<file path="src/pin_select_pkg.sv">
// Constants, field table and carrier types of the remappable input select
package pin_select_pkg;

   // ------------------------------------------------------------
   // Bus geometry and register offsets
   // ------------------------------------------------------------
   localparam int ADDR_W = 12;
   localparam int DATA_W = 32;
   localparam int STRB_W = 4;
   localparam int SEL_W = 6;
   localparam int IDX_SPAN = 64;
   localparam logic [ADDR_W-1:0] OUT_SEL_OFFSET = 12'h040;
   localparam logic [ADDR_W-1:0] OSC_CTRL_OFFSET = 12'h080;
   // One bit per input selector index that is implemented (0-4, 7-9)
   localparam logic [15:0] IN_REG_MAP = 16'h039F;

   // ------------------------------------------------------------
   // Field layout
   // ------------------------------------------------------------
   localparam int LO_LSB = 0;
   localparam int HI_LSB = 8;
   localparam int STRB_LO = 0;
   localparam int STRB_HI = 1;
   localparam logic [DATA_W-1:0] UNUSED_MASK = 32'hFFFF_C0C0;
   localparam int LOCK_BIT = 6;
   localparam logic [7:0] UNLOCK_KEY1 = 8'h46;
   localparam logic [7:0] UNLOCK_KEY2 = 8'h57;

   // Fields: ext irq 1-4, timer clock 2-5, capture 1-6
   localparam int NUM_FIELDS = 14;
   localparam logic [3:0] FIELD_REG [NUM_FIELDS] = '{
      4'h0, 4'h1, 4'h1, 4'h2, 4'h3, 4'h3, 4'h4,
      4'h4, 4'h7, 4'h7, 4'h8, 4'h8, 4'h9, 4'h9};
   localparam logic FIELD_HI [NUM_FIELDS] = '{
      1'h1, 1'h0, 1'h1, 1'h0, 1'h0, 1'h1, 1'h0,
      1'h1, 1'h0, 1'h1, 1'h0, 1'h1, 1'h0, 1'h1};

   // ------------------------------------------------------------
   // Reset values and output function codes
   // ------------------------------------------------------------
   localparam logic [SEL_W-1:0] IN_SEL_RESET = 6'h3F;
   localparam logic [SEL_W-1:0] OUT_FN_RESET = 6'h00;
   localparam logic [SEL_W-1:0] FN_SER1_TX = 6'h03;
   localparam logic [SEL_W-1:0] FN_SER1_RTS = 6'h04;
   localparam int OUT_PIN_A = 2;
   localparam int OUT_PIN_B = 3;

   // Unlock sequence states
   typedef enum logic [1:0] {
      UNL_IDLE,
      UNL_SAW_KEY1,
      UNL_OPEN
   } unlock_e;

   // Peripheral inputs, packed so bit f is field f
   typedef struct packed {
      logic [5:0] capture;
      logic [3:0] tmr_clk;
      logic [3:0] ext_irq;
   } periph_in_s;

endpackage

</file>
<file path="src/remappable_input_pin_select.sv">
// Remappable pin select: input selectors, two output functions, lock
`timescale 1ns/1ps
`default_nettype none

// Functional notes
// - Mapping writes ignored while lock bit set
// - Selector register set provided by this unit
// - Unimplemented selector bits read zero
// - Selector fields reset to all ones
// - Register 0 bits 13-8 select irq1
// - Register 1 holds irq3 high, irq2 low
// - Register 2 bits 5-0 select irq4
// - Register 3 holds timer3, timer2 clocks
// - Register 4 holds timer5, timer4 clocks
// - Register 7 holds capture2, capture1
// - Register 8 holds capture4, capture3
// - Register 9 holds capture6, capture5
// - Field value is the driving pin index
// - Output code 3 drives serial transmit
// - Output code 4 drives serial request-to-send
// - Selector beyond implemented pins gives no input
// - Reset: inputs grounded, outputs disconnected
// - Lock bit resets cleared
module remappable_input_pin_select #(
   parameter int NUM_PINS = 46
) (
   input wire logic i_clk, // System clock, 25 MHz
   input wire logic i_rst_n, // Synchronous reset, active low
   input wire logic i_psel, // APB select
   input wire logic i_penable, // APB enable
   input wire logic i_pwrite, // APB direction, high = write
   input wire logic [11:0] i_paddr, // APB byte address
   input wire logic [31:0] i_pwdata, // APB write data
   input wire logic [3:0] i_pstrb, // APB byte strobes
   output logic o_pready, // APB ready
   output logic [31:0] o_prdata, // APB read data
   output logic o_pslverr, // APB error on unmapped address
   input wire logic [NUM_PINS-1:0] i_pin_in, // Remappable pin levels
   input wire logic i_ser1_tx, // Serial port 1 transmit
   input wire logic i_ser1_rts, // Serial port 1 request-to-send
   output logic [NUM_PINS-1:0] o_pin_out, // Pin output levels
   output logic [NUM_PINS-1:0] o_pin_oe_n, // Pin drive enable, low
   output pin_select_pkg::periph_in_s o_periph // Mapped peripheral inputs
);

   localparam int NF = pin_select_pkg::NUM_FIELDS;
   localparam int SW = pin_select_pkg::SEL_W;
   localparam logic [SW:0] PIN_LIMIT = (SW+1)'(NUM_PINS);

   // Reset code 63 must stay invalid, and pins 2 and 3 must exist;
   // refused while elaborating so no run starts with a broken map
   if (NUM_PINS > pin_select_pkg::IDX_SPAN - 1 ||
       NUM_PINS <= pin_select_pkg::OUT_PIN_B) begin : g_bad_pins
      $error("NUM_PINS out of range");
   end

   // ------------------------------------------------------------
   // State
   // ------------------------------------------------------------
   logic [NF-1:0][SW-1:0] field_q;
   logic [1:0][SW-1:0] out_fn_q;
   logic lock_q;
   pin_select_pkg::unlock_e unl_q;
   pin_select_pkg::unlock_e unl_d;
   logic pready_q;
   logic pslverr_q;
   logic [31:0] prdata_q;
   logic [NUM_PINS-1:0] pin_s1_q;
   logic [NUM_PINS-1:0] pin_s2_q;
   pin_select_pkg::periph_in_s periph_q;
   logic [NUM_PINS-1:0] pin_out_q;
   logic [NUM_PINS-1:0] pin_oe_n_q;

   // ------------------------------------------------------------
   // Address decode
   // ------------------------------------------------------------
   logic [3:0] reg_idx;
   logic in_hit;
   logic out_hit;
   logic osc_hit;
   logic mapped;
   logic access;
   logic wr_fire;
   logic map_wr_ok;
   logic [7:0] osc_byte;

   // Selector index is the word index; offsets above 0x3C miss
   assign reg_idx = i_paddr[5:2];
   assign in_hit = (i_paddr[11:6] == 6'h00) &&
                   pin_select_pkg::IN_REG_MAP[reg_idx];
   assign out_hit = (i_paddr[11:2] == pin_select_pkg::OUT_SEL_OFFSET[11:2]);
   assign osc_hit = (i_paddr[11:2] == pin_select_pkg::OSC_CTRL_OFFSET[11:2]);
   assign mapped = in_hit || out_hit || osc_hit;
   assign access = i_psel && i_penable;
   assign wr_fire = access && pready_q && i_pwrite;
   assign map_wr_ok = wr_fire && !lock_q;
   assign osc_byte = i_pwdata[7:0];

   // ------------------------------------------------------------
   // Input selector fields
   // ------------------------------------------------------------
   logic [NF-1:0] fld_we;
   logic [NF-1:0][SW-1:0] fld_wd;
   logic [NF-1:0] pick;
   logic [pin_select_pkg::IDX_SPAN-1:0] pin_ext;

   // Padding keeps every six-bit index inside the vector
   assign pin_ext = {(pin_select_pkg::IDX_SPAN-NUM_PINS)'(0), pin_s2_q};

   // table-driven selector set; byte strobes gate each half
   for (genvar f = 0; f < NF; f++) begin : g_field
      localparam bit HI = pin_select_pkg::FIELD_HI[f];
      localparam int LSB = HI ? pin_select_pkg::HI_LSB
                              : pin_select_pkg::LO_LSB;
      localparam int STB = HI ? pin_select_pkg::STRB_HI
                              : pin_select_pkg::STRB_LO;
      assign fld_we[f] = map_wr_ok && in_hit && i_pstrb[STB] &&
                         (reg_idx == pin_select_pkg::FIELD_REG[f]);
      assign fld_wd[f] = i_pwdata[LSB +: SW];
      // pin index mux, invalid index reads low
      assign pick[f] = ({1'b0, field_q[f]} < PIN_LIMIT) ?
                       pin_ext[field_q[f]] : 1'b0;
   end
   // fields reset to all ones, which selects no pin
   always_ff @(posedge i_clk) begin
      for (int f = 0; f < NF; f++) begin
         if (!i_rst_n) begin
            field_q[f] <= pin_select_pkg::IN_SEL_RESET;
         end else if (fld_we[f]) begin
            field_q[f] <= fld_wd[f];
         end
      end
   end

   // ------------------------------------------------------------
   // Output function fields for pins 2 and 3
   // ------------------------------------------------------------
   logic out_we_lo;
   logic out_we_hi;

   assign out_we_lo = map_wr_ok && out_hit &&
                      i_pstrb[pin_select_pkg::STRB_LO];
   assign out_we_hi = map_wr_ok && out_hit &&
                      i_pstrb[pin_select_pkg::STRB_HI];

   // output functions reset to the null code
   always_ff @(posedge i_clk) begin
      if (!i_rst_n) begin
         out_fn_q <= {2{pin_select_pkg::OUT_FN_RESET}};
      end else begin
         if (out_we_lo) begin
            out_fn_q[0] <= i_pwdata[pin_select_pkg::LO_LSB +: SW];
         end
         if (out_we_hi) begin
            out_fn_q[1] <= i_pwdata[pin_select_pkg::HI_LSB +: SW];
         end
      end
   end

   // ------------------------------------------------------------
   // Lock bit and unlock sequence
   // ------------------------------------------------------------
   logic osc_wr;

   // Only a write to the low byte of the control word counts
   assign osc_wr = wr_fire && osc_hit && i_pstrb[0];

   // any write in between other than a repeated first key aborts the sequence
   always_comb begin
      unl_d = unl_q;
      if (wr_fire) begin
         unique case (unl_q)
            pin_select_pkg::UNL_IDLE: begin
               unl_d = (osc_wr && osc_byte == pin_select_pkg::UNLOCK_KEY1) ?
                       pin_select_pkg::UNL_SAW_KEY1 : pin_select_pkg::UNL_IDLE;
            end
            pin_select_pkg::UNL_SAW_KEY1: begin
               if (osc_wr && osc_byte == pin_select_pkg::UNLOCK_KEY2) begin
                  unl_d = pin_select_pkg::UNL_OPEN;
               end else if (osc_wr &&
                            osc_byte == pin_select_pkg::UNLOCK_KEY1) begin
                  unl_d = pin_select_pkg::UNL_SAW_KEY1;
               end else begin
                  unl_d = pin_select_pkg::UNL_IDLE;
               end
            end
            pin_select_pkg::UNL_OPEN: begin
               unl_d = pin_select_pkg::UNL_IDLE;
            end
            default: begin
               unl_d = pin_select_pkg::UNL_IDLE;
            end
         endcase
      end
   end

   // lock comes out of reset cleared
   always_ff @(posedge i_clk) begin
      if (!i_rst_n) begin
         unl_q <= pin_select_pkg::UNL_IDLE;
         lock_q <= 1'h0;
      end else begin
         unl_q <= unl_d;
         // single write after both keys moves the lock
         if (osc_wr && unl_q == pin_select_pkg::UNL_OPEN) begin
            lock_q <= osc_byte[pin_select_pkg::LOCK_BIT];
         end
      end
   end

   // ------------------------------------------------------------
   // APB slave: one wait state, answer registered
   // ------------------------------------------------------------
   logic [31:0] rd_in;
   logic [31:0] rd_data;

   // unimplemented bits stay zero in every read word
   always_comb begin
      rd_in = 32'h0000_0000;
      for (int f = 0; f < NF; f++) begin
         if (reg_idx == pin_select_pkg::FIELD_REG[f]) begin
            if (pin_select_pkg::FIELD_HI[f]) begin
               rd_in[pin_select_pkg::HI_LSB +: SW] = field_q[f];
            end else begin
               rd_in[pin_select_pkg::LO_LSB +: SW] = field_q[f];
            end
         end
      end
   end

   // Read source selection by decoded region
   assign rd_data = in_hit ? rd_in :
                    out_hit ? {18'h0, out_fn_q[1], 2'h0, out_fn_q[0]} :
                    osc_hit ? {25'h0, lock_q, 6'h00} : 32'h0000_0000;

   // Ready rises one cycle into the access phase, drops after
   always_ff @(posedge i_clk) begin
      if (!i_rst_n) begin
         pready_q <= 1'h0;
         pslverr_q <= 1'h0;
         prdata_q <= 32'h0000_0000;
      end else begin
         pready_q <= access && !pready_q;
         pslverr_q <= access && !pready_q && !mapped;
         if (access && !pready_q && !i_pwrite) begin
            prdata_q <= rd_data;
         end
      end
   end

   // ------------------------------------------------------------
   // Pin synchroniser and peripheral mux register
   // ------------------------------------------------------------
   // Pins are asynchronous; second stage alone feeds the muxes
   always_ff @(posedge i_clk) begin
      if (!i_rst_n) begin
         pin_s1_q <= '0;
         pin_s2_q <= '0;
         periph_q <= '0;
      end else begin
         pin_s1_q <= i_pin_in;
         pin_s2_q <= pin_s1_q;
         periph_q <= pin_select_pkg::periph_in_s'(pick[NF-1:0]);
      end
   end

   // ------------------------------------------------------------
   // Pin output drive
   // ------------------------------------------------------------
   logic [1:0] drv_out;
   logic [1:0] drv_en;

   // decode function codes for the two mapped pins
   for (genvar k = 0; k < 2; k++) begin : g_outfn
      assign drv_en[k] = (out_fn_q[k] == pin_select_pkg::FN_SER1_TX) ||
                         (out_fn_q[k] == pin_select_pkg::FN_SER1_RTS);
      assign drv_out[k] = (out_fn_q[k] == pin_select_pkg::FN_SER1_TX) ?
                          i_ser1_tx :
                          (out_fn_q[k] == pin_select_pkg::FN_SER1_RTS) ?
                          i_ser1_rts : 1'h0;
   end

   // Unmapped pins stay released so pin logic elsewhere keeps them
   always_ff @(posedge i_clk) begin
      if (!i_rst_n) begin
         pin_out_q <= '0;
         pin_oe_n_q <= '1;
      end else begin
         pin_out_q <= '0;
         pin_oe_n_q <= '1;
         pin_out_q[pin_select_pkg::OUT_PIN_A] <= drv_out[0];
         pin_out_q[pin_select_pkg::OUT_PIN_B] <= drv_out[1];
         pin_oe_n_q[pin_select_pkg::OUT_PIN_A] <= !drv_en[0];
         pin_oe_n_q[pin_select_pkg::OUT_PIN_B] <= !drv_en[1];
      end
   end

   // Outputs come straight from flops
   assign o_pready = pready_q;
   assign o_pslverr = pslverr_q;
   assign o_prdata = prdata_q;
   assign o_periph = periph_q;
   assign o_pin_out = pin_out_q;
   assign o_pin_oe_n = pin_oe_n_q;
endmodule

`default_nettype wire

</file>
<file path="config.mk">
export PLATFORM = sky130hd
export DESIGN_NAME = remappable_input_pin_select
export DESIGN_NICKNAME = d
export VERILOG_FILES = /design/src/pin_select_pkg.sv /design/src/remappable_input_pin_select.sv
export SDC_FILE = /design/constraint.sdc
export NUM_CORES = 1
export LEC_CHECK = 0
export BUFFER_PORTS_ARGS = -buffer_cell sky130_fd_sc_hd__buf_2
export CORE_ASPECT_RATIO = 0.8
export CORE_MARGIN = 8
export CORE_UTILIZATION = 45
export DETAILED_ROUTE_END_ITERATION = 16
export PLACE_DENSITY = 0.66
export SETUP_SLACK_MARGIN = 0.4
export SLEW_MARGIN = 40
export SYNTH_ARGS = -nofsm -noshare
export SYNTH_HDL_FRONTEND = slang
export SYNTH_SLANG_ARGS = --single-unit
</file>
<file path="constraint.sdc">
create_clock -name i_clk -period 2.7 [get_ports i_clk]
set_clock_uncertainty 0.05 [all_clocks]
set_input_delay 0.135 -clock i_clk [delete_from_list [all_inputs] [get_ports i_clk]]
set_output_delay 0.135 -clock i_clk [all_outputs]
set_load 0.05 [all_outputs]
</file>
==> results of run 1 <==
power by group through the flow:
| stage | clock network, W | registers, W | logic [W] |
|---|---|---|---|
| 2_1_floorplan | 0 | 0.00351 | 0.000878 |
| 3_3_place_gp | 0 | 0.00360 | 0.000928 |
| 3_5_place_dp | 0 | 0.00360 | 0.000937 |
| 4_1_cts | 0.00352 | 0.00353 | 0.00101 |
| 5_1_grt | 0.00366 | 0.00355 | 0.00109 |
| 6_report | 0.00345 | 0.00355 | 0.00103 |
flip-flops by register name, summed over array words and instances, names as in the netlist, 2 cells and up:
register    cells
unl_q           2
o_pin_oe_n      2
field_q        84
pin_s1_q       46
o_pin_out       2
out_fn_q       12
o_prdata       13
o_periph       14
pin_s2_q       46
metal layers:
layer / global-route usage, % / vias to the layer above / share of wire, %
met3: 8.99 / 173 / 14
li1: - / 5165 / -
met1: 31.8 / 5837 / 38
met2: 37.0 / 889 / 44
met4: 8.72 / 0 / 3.6
met5: 0.896 / - / 0
logic make-up (layout without fill, tap and decap cells):
family | count (synthesis) | in the layout | synth area share (%)
fa+ha+maj | 4 | 4 | 0.340
simple gates | 405 | 405 | 14.8
compound gates | 183 | 183 | 7.80
flops | 224 | 224 | 30.4
mux | 310 | 310 | 35.4
other cells | 2 | 109 | 0.0510
buf+inv | 290 | 300 | 11.2
worst max-delay path, cell delays in order, from the launching register on:
cell,delay [ns]
dfxtp_1,0.89
mux4_2,0.41
mux2i_1,0.08
nand3_1,0.11
o211ai_1,0.09
a2111oi_0,0.57
final cells by class:
class / instances / area (sq um) / area share (%)
Antenna cell: 2 / 5.00 / 0.0300
Clock buffer: 31 / 678 / 4.07
Clock inverter: 13 / 151 / 0.909
Inverter: 15 / 56.3 / 0.338
Multi-Input combinational cell: 1009 / 9010 / 54.1
Sequential cell: 224 / 4510 / 27.1
Tap cell: 427 / 534 / 3.21
Timing Repair Buffer: 241 / 1710 / 10.3
metrics by stage:
step / hold WS [ns] / cell area [sq um] / total power [W]
final: 0.0422 / 16700 / 0.00803
after global routing: 0.0534 / 16700 / 0.00829
after CTS: 0.0203 / 16600 / 0.00806
after detailed placement: 0.295 / 15100 / 0.00454
after global placement: 0.296 / 15100 / 0.00452
after floorplan: 0.212 / 15100 / 0.00439
what timing repair did:
item / CTS / global route
hold endpoints to repair: 147 / 0
buffers inserted: 0 / 2
setup endpoints to repair: 2 / 7
pin swaps: 0 / 1
hold buffers: 67 / 0
resized for setup: 3 / 20
synth_stat cells, drive strengths merged (17+ instances only):
library cell / number
nand2: 153
buf: 156
a21oi: 49
o21ai: 49
nand3b: 25
clkbuf: 119
o22ai: 17
mux2i: 133
nor2: 28
dfxtp: 224
nand3: 41
and2: 93
mux4: 164
path summary, 6_finish.rpt:
kind | end | slack (ns) | cells past startpoint
min | unl_q[1] | 0.04 | 5
max | o_periph[12] | 0.33 | 5
max reg2reg | o_periph[12] | 0.33 | 5
min reg2reg | pin_s2_q[16] | 0.38 | 1
==> key figures, run 1 <==
Power and ir drop
  • Static Leakage: between 7 and 8 nW
  • Clock Power Share: 42.9%
  • Flop pwr share: around 44%
  • Sw Pwr: around 0.0022 W
  • Int Pwr: roughly 0.0058 W
  • Worst vdd ir: ~0.40 mV
  • Combinational Power Share: around 13%
  • Switching share of power: between 20% and 30%
  • Pwr/cell area: between 400 and 500 nW/um^2

Timing
  • Min Clock Period, post-route: between 2 and 2.5 ns
  • Final hold vios: 0
  • Fin crit share: 87.6%
  • Setup ws final: 0.334 ns
  • Worst-margin pin slew: ~0.87 ns
  • Setup TNS: 0 ns
  • Finish-stage setup viols: 0
  • Unrepaired setup endpoints after global routing: yes
  • Slew Limit Headroom: 41.9%
  • Max Slew Vio Count: 0
  • Achievable Freq: roughly 420 MHz

Setup path
  • Critical path launch point: pin_s2_q[21]
  • Worst EP required: 3.02 ns
  • Worst reg2reg startpoint: pin_s2_q[21]
  • CP max FO: 14
  • Startpoint types: flip-flop
  • CP arrival: ~2.7 ns
  • Setup CP Type: reg2reg
  • Worst setup EP type: flip-flop

Final layout
  • Fill count: just under 3000
  • Area grow syn2layout: 13.1%
  • Commonest non-fill, non-tap cell in the layout: dfxtp_1
  • Most frequent cells in the layout: dfxtp_1 (203), nand2_1 (153), mux4_2 (153), mux2i_1 (133), buf_2 (110)
  • Final core utilization: 51.4%
  • Share of layout cells above drive strength 1: 28.2%
  • Layout Nets: 1620
  • Post-Layout Cell Count: around 2000

Floorplan
  • Die area: just under 40000 sq um
  • IO Pins: about 240
  • Core area: approximately 32000 sq um
  • Die Wd: 218 microns
  • Initial Util: 45.5%
  • Core Rows: slightly below 60
  • Die height: approximately 180 microns

Clock tree
  • H-tree Lvls: 1
  • Clock transition at path regs: about 0.060 ns
  • TritonCTS clock tree: done
  • Clk buf depth: 3
  • Root Buffer: clkbuf_16
  • Worst-Skew Late Latency: approximately 0.54 ns
  • CTS sink count: about 220
  • TritonCTS Buffers: 24

Global routing
  • All-Layer GR Usage: between 20% and 30%
  • Initial antenna violation count: 0
  • GR Overflow Total: 0
  • Largest net degree at the start of global routing: 75
  • Vias in the first global route: 11900
  • First-pass GRT wire length: between 70000 and 80000 microns

Yosys
  • Top-area cell type share of the netlist area: ~30%
  • Netlist Area Pre-Place: 14700 sq um
  • Post-synth top flop: dfxtp_1
  • Sequential element share of the synthesized area: about 30%
  • Post-Syn Instances: 1418
  • Synthesized area per cell: a little over 10 sq um
  • Flops & latches, synth: 224
  • Synth area leader: dfxtp_1
  • Yosys cell types: 62
  • Top cells by area, synth: dfxtp_1 (30%), mux4_2 (23%), mux2i_1 (9.0%)
  • Post-synth ARST share: 0%
  • YS warnings: 0
  • Number of flops mapped to enable cells by yosys: 0

Detailed routing
  • DR iter-0 viols: approximately 1500
  • Drc violations: 0
  • Via count: 12100
  • Antenna viol nets, final: 0
  • Pre-Repair DR Iteration Count: 5
  • WL per Instance: roughly 25 microns
  • Vias per cell: around 6.1
  • Total wire length: between 40000 and 50000 microns

Hold path
  • Critical hold path startpoint: i_pstrb[0]
  • Hold Path Class: in2reg

Placement
  • GP Congestion: 1.04
  • Dpl cells: 1847
  • Post-placement setup slack: roughly 0.37 ns
  • DP HPWL: between 30000 and 40000 microns
  • Port-buffer cells: roughly 110

Outcome
  • Status: completed

Flow run
  • Maxcap violations: 0
No activity file was read; power rests on OpenSTA's default activity.
==> run 2, diff against run 1 <==
--- a/config.mk
+++ b/config.mk
@@ -6,11 +6,13 @@
 export NUM_CORES = 1
 export LEC_CHECK = 0
 export BUFFER_PORTS_ARGS = -buffer_cell sky130_fd_sc_hd__buf_2
+export CELL_PAD_IN_SITES_DETAIL_PLACEMENT = 1
+export CELL_PAD_IN_SITES_GLOBAL_PLACEMENT = 2
 export CORE_ASPECT_RATIO = 0.8
 export CORE_MARGIN = 8
-export CORE_UTILIZATION = 45
+export CORE_UTILIZATION = 37
 export DETAILED_ROUTE_END_ITERATION = 16
-export PLACE_DENSITY = 0.66
+export PLACE_DENSITY_LB_ADDON = 0.1
 export SETUP_SLACK_MARGIN = 0.4
 export SLEW_MARGIN = 40
 export SYNTH_ARGS = -nofsm -noshare
==> run 2 against run 1 <==
Sequential share of layout area is 0.24 points lower. Non-clock buffer count rose by 13. Setup slack improved by 0.11 ns. Combinational power about the same. Clock power grew 4%. Total power grew 2.6%. Register-to-register slack better by 0.11 ns. Count of clock-buffer cells in the layout fell by 3. Largest power group is now the clock network. Highest routed layer unchanged.
==> key figures, run 2 (synthesis results as in run 1) <==
Detailed routing
  • Vias per cell: 5.78
  • DR iter-0 viols: approximately 1100
  • Pre-Repair DR Iteration Count: 5
  • Drc violations: 0
  • WL per Instance: roughly 27 microns
  • Via count: roughly 12000
  • Total wire length: about 56000 microns
  • Antenna viol nets, final: 0

Placement
  • DP HPWL: roughly 37000 microns
  • Port-buffer cells: approximately 110
  • Dpl cells: around 2000
  • GP Congestion: a little under 0.9

Clock tree
  • Worst-Skew Late Latency: around 0.57 ns
  • TritonCTS Buffers: 25
  • CTS sink count: between 200 and 250
  • Clock transition at path regs: roughly 0.07 ns
  • Postcts setup bufs: 0
  • Root Buffer: clkbuf_16
  • Clk buf depth: 3
  • TritonCTS clock tree: done
  • H-tree Lvls: 1

Timing
  • Unrepaired setup endpoints after global routing: yes
  • Finish-stage setup viols: 0
  • Max Slew Vio Count: 0
  • Achievable Freq: 444 MHz
  • Slew Limit Headroom: a little over half
  • Setup TNS: 0 ns
  • Final hold vios: 0
  • Min Clock Period, post-route: ~2.3 ns
  • Worst-margin pin slew: between 0.6 and 0.7 ns
  • Fin crit share: 83.4%

Power and ir drop
  • Static Leakage: just over 7 nW
  • Int Pwr: 0.00581 W
  • Switching share of power: ~30%
  • Clock Power Share: ~44%
  • Tot Pwr: about 0.0082 W
  • Flop pwr share: about 44%
  • Pwr/cell area: around 490 nW/um^2
  • Sw Pwr: between 0.002 and 0.0025 W
  • Worst vdd ir: 0.478 mV
  • Combinational Power Share: between 10% and 20%

Global routing
  • All-Layer GR Usage: 23.6%
  • Largest net degree at the start of global routing: approximately 140
  • First-pass GRT wire length: between 80000 and 90000 microns
  • GR Overflow Total: 0
  • Initial antenna violation count: 1
  • Vias in the first global route: 12200

Final layout
  • Commonest non-fill, non-tap cell in the layout: dfxtp_1
  • Largest regs: field_q x84, pin_s1_q x46, pin_s2_q x46
  • Share of layout cells above drive strength 1: 30.9%
  • Post-Layout Cell Count: 2084
  • Most flops, register: field_q
  • Fill count: 4389
  • Area grow syn2layout: 15.0%
  • Layout Nets: ~1600
  • Most frequent cells in the layout: dfxtp_1 (174), nand2_1 (153), mux4_2 (153), mux2i_1 (133), buf_2 (110)
  • Ant diodes: 0
  • Max reg flops: 84

Flow run
  • Maxcap violations: 0

Setup path
  • Worst setup EP type: flip-flop
  • CP max FO: 9
  • Startpoint types: flip-flop
  • Setup CP Type: reg2reg
  • CP arrival: around 2.7 ns
  • Worst EP required: between 3 and 4 ns

Floorplan
  • Initial Util: a little under two fifths
  • Die height: just under 200 microns
  • IO Pins: between 200 and 250
  • Die area: between 40000 and 50000 sq um
  • Core Rows: 65
  • Core area: 39400 sq um
  • Die Wd: approximately 240 microns

Outcome
  • Status: completed

Hold path
  • Hold Path Class: in2reg
-- run 2: cell types whose count changed in the layout (fill, tap and decap cells not counted), moves of 3 or more --
cell,delta
dfxtp_1,-29
dfxtp_2,+29
buf_4,+15
clkinvlp_4,+4
clkinv_2,-3
inv_6,+3
-- run 2: power groups by stage --
stage	combinational [W]	clock [W]	sequential, W
final	0.00105	0.00360	0.00359
after global routing	0.00111	0.00385	0.00358
after CTS	0.00104	0.00369	0.00357
after detailed placement	0.000972	0	0.00364
after global placement	0.000966	0	0.00364
after floorplan	0.000878	0	0.00351
-- run 2: what timing repair did --
action | in CTS | in global routing
hold buffers | 65 | 0
pin swaps | 0 | 1
hold endpoints to repair | 117 | 0
endpoints found under the setup margin | 4 | 7
gates resized for setup | 39 | 9
-- run 2: layout make-up --
class	instances	area (sq um)	share of cell area (%)
Clock inverter	18	213	1.26
Clock buffer	28	647	3.82
Inverter	15	56.3	0.332
Timing Repair Buffer	254	1810	10.7
Tap cell	536	671	3.96
Sequential cell	224	4550	26.8
Multi-Input combinational cell	1009	9000	53.1
-- run 2: critical path: stages (launching register included) --
cell	delay [ns]
dfxtp_1	0.75
mux2i_1	0.16
nor2_1	0.11
mux4_2	0.23
o211ai_1	0.08
a2111oi_1	0.57
buf_4	0.23
-- run 2: per-layer routing --
layer	vias to the layer above	GRT usage (%)	part of all wire, %
li1	5202	-	-
met1	6157	33.4	43
met2	590	35.8	45
met3	103	5.16	9.2
met4	0	6.50	2.9
met5	-	0	0
-- run 2: final timing paths --
check                                   from            to  slack [ns]  depth (start not counted)
worst max-delay path            pin_s2_q[45]  o_periph[12]        0.45                          6
worst min-delay path              i_pstrb[0]        lock_q        0.02                          5
worst min register to register  pin_s1_q[18]  pin_s2_q[18]        0.38                          1
worst max register to register  pin_s2_q[45]  o_periph[12]        0.45                          6
-- run 2: metrics by stage --
stage	setup slack, ns	util [%]	hold WS, ns	area [sq um]
final	0.447	43.0	0.0214	16900
after global routing	0.325	43.0	0.0480	16900
after CTS	0.406	43.0	0.000272	16900
after detailed placement	0.170	39.0	0.296	15400
after global placement	0.138	39.0	0.290	15400
after floorplan	0.636	-	0.212	15100
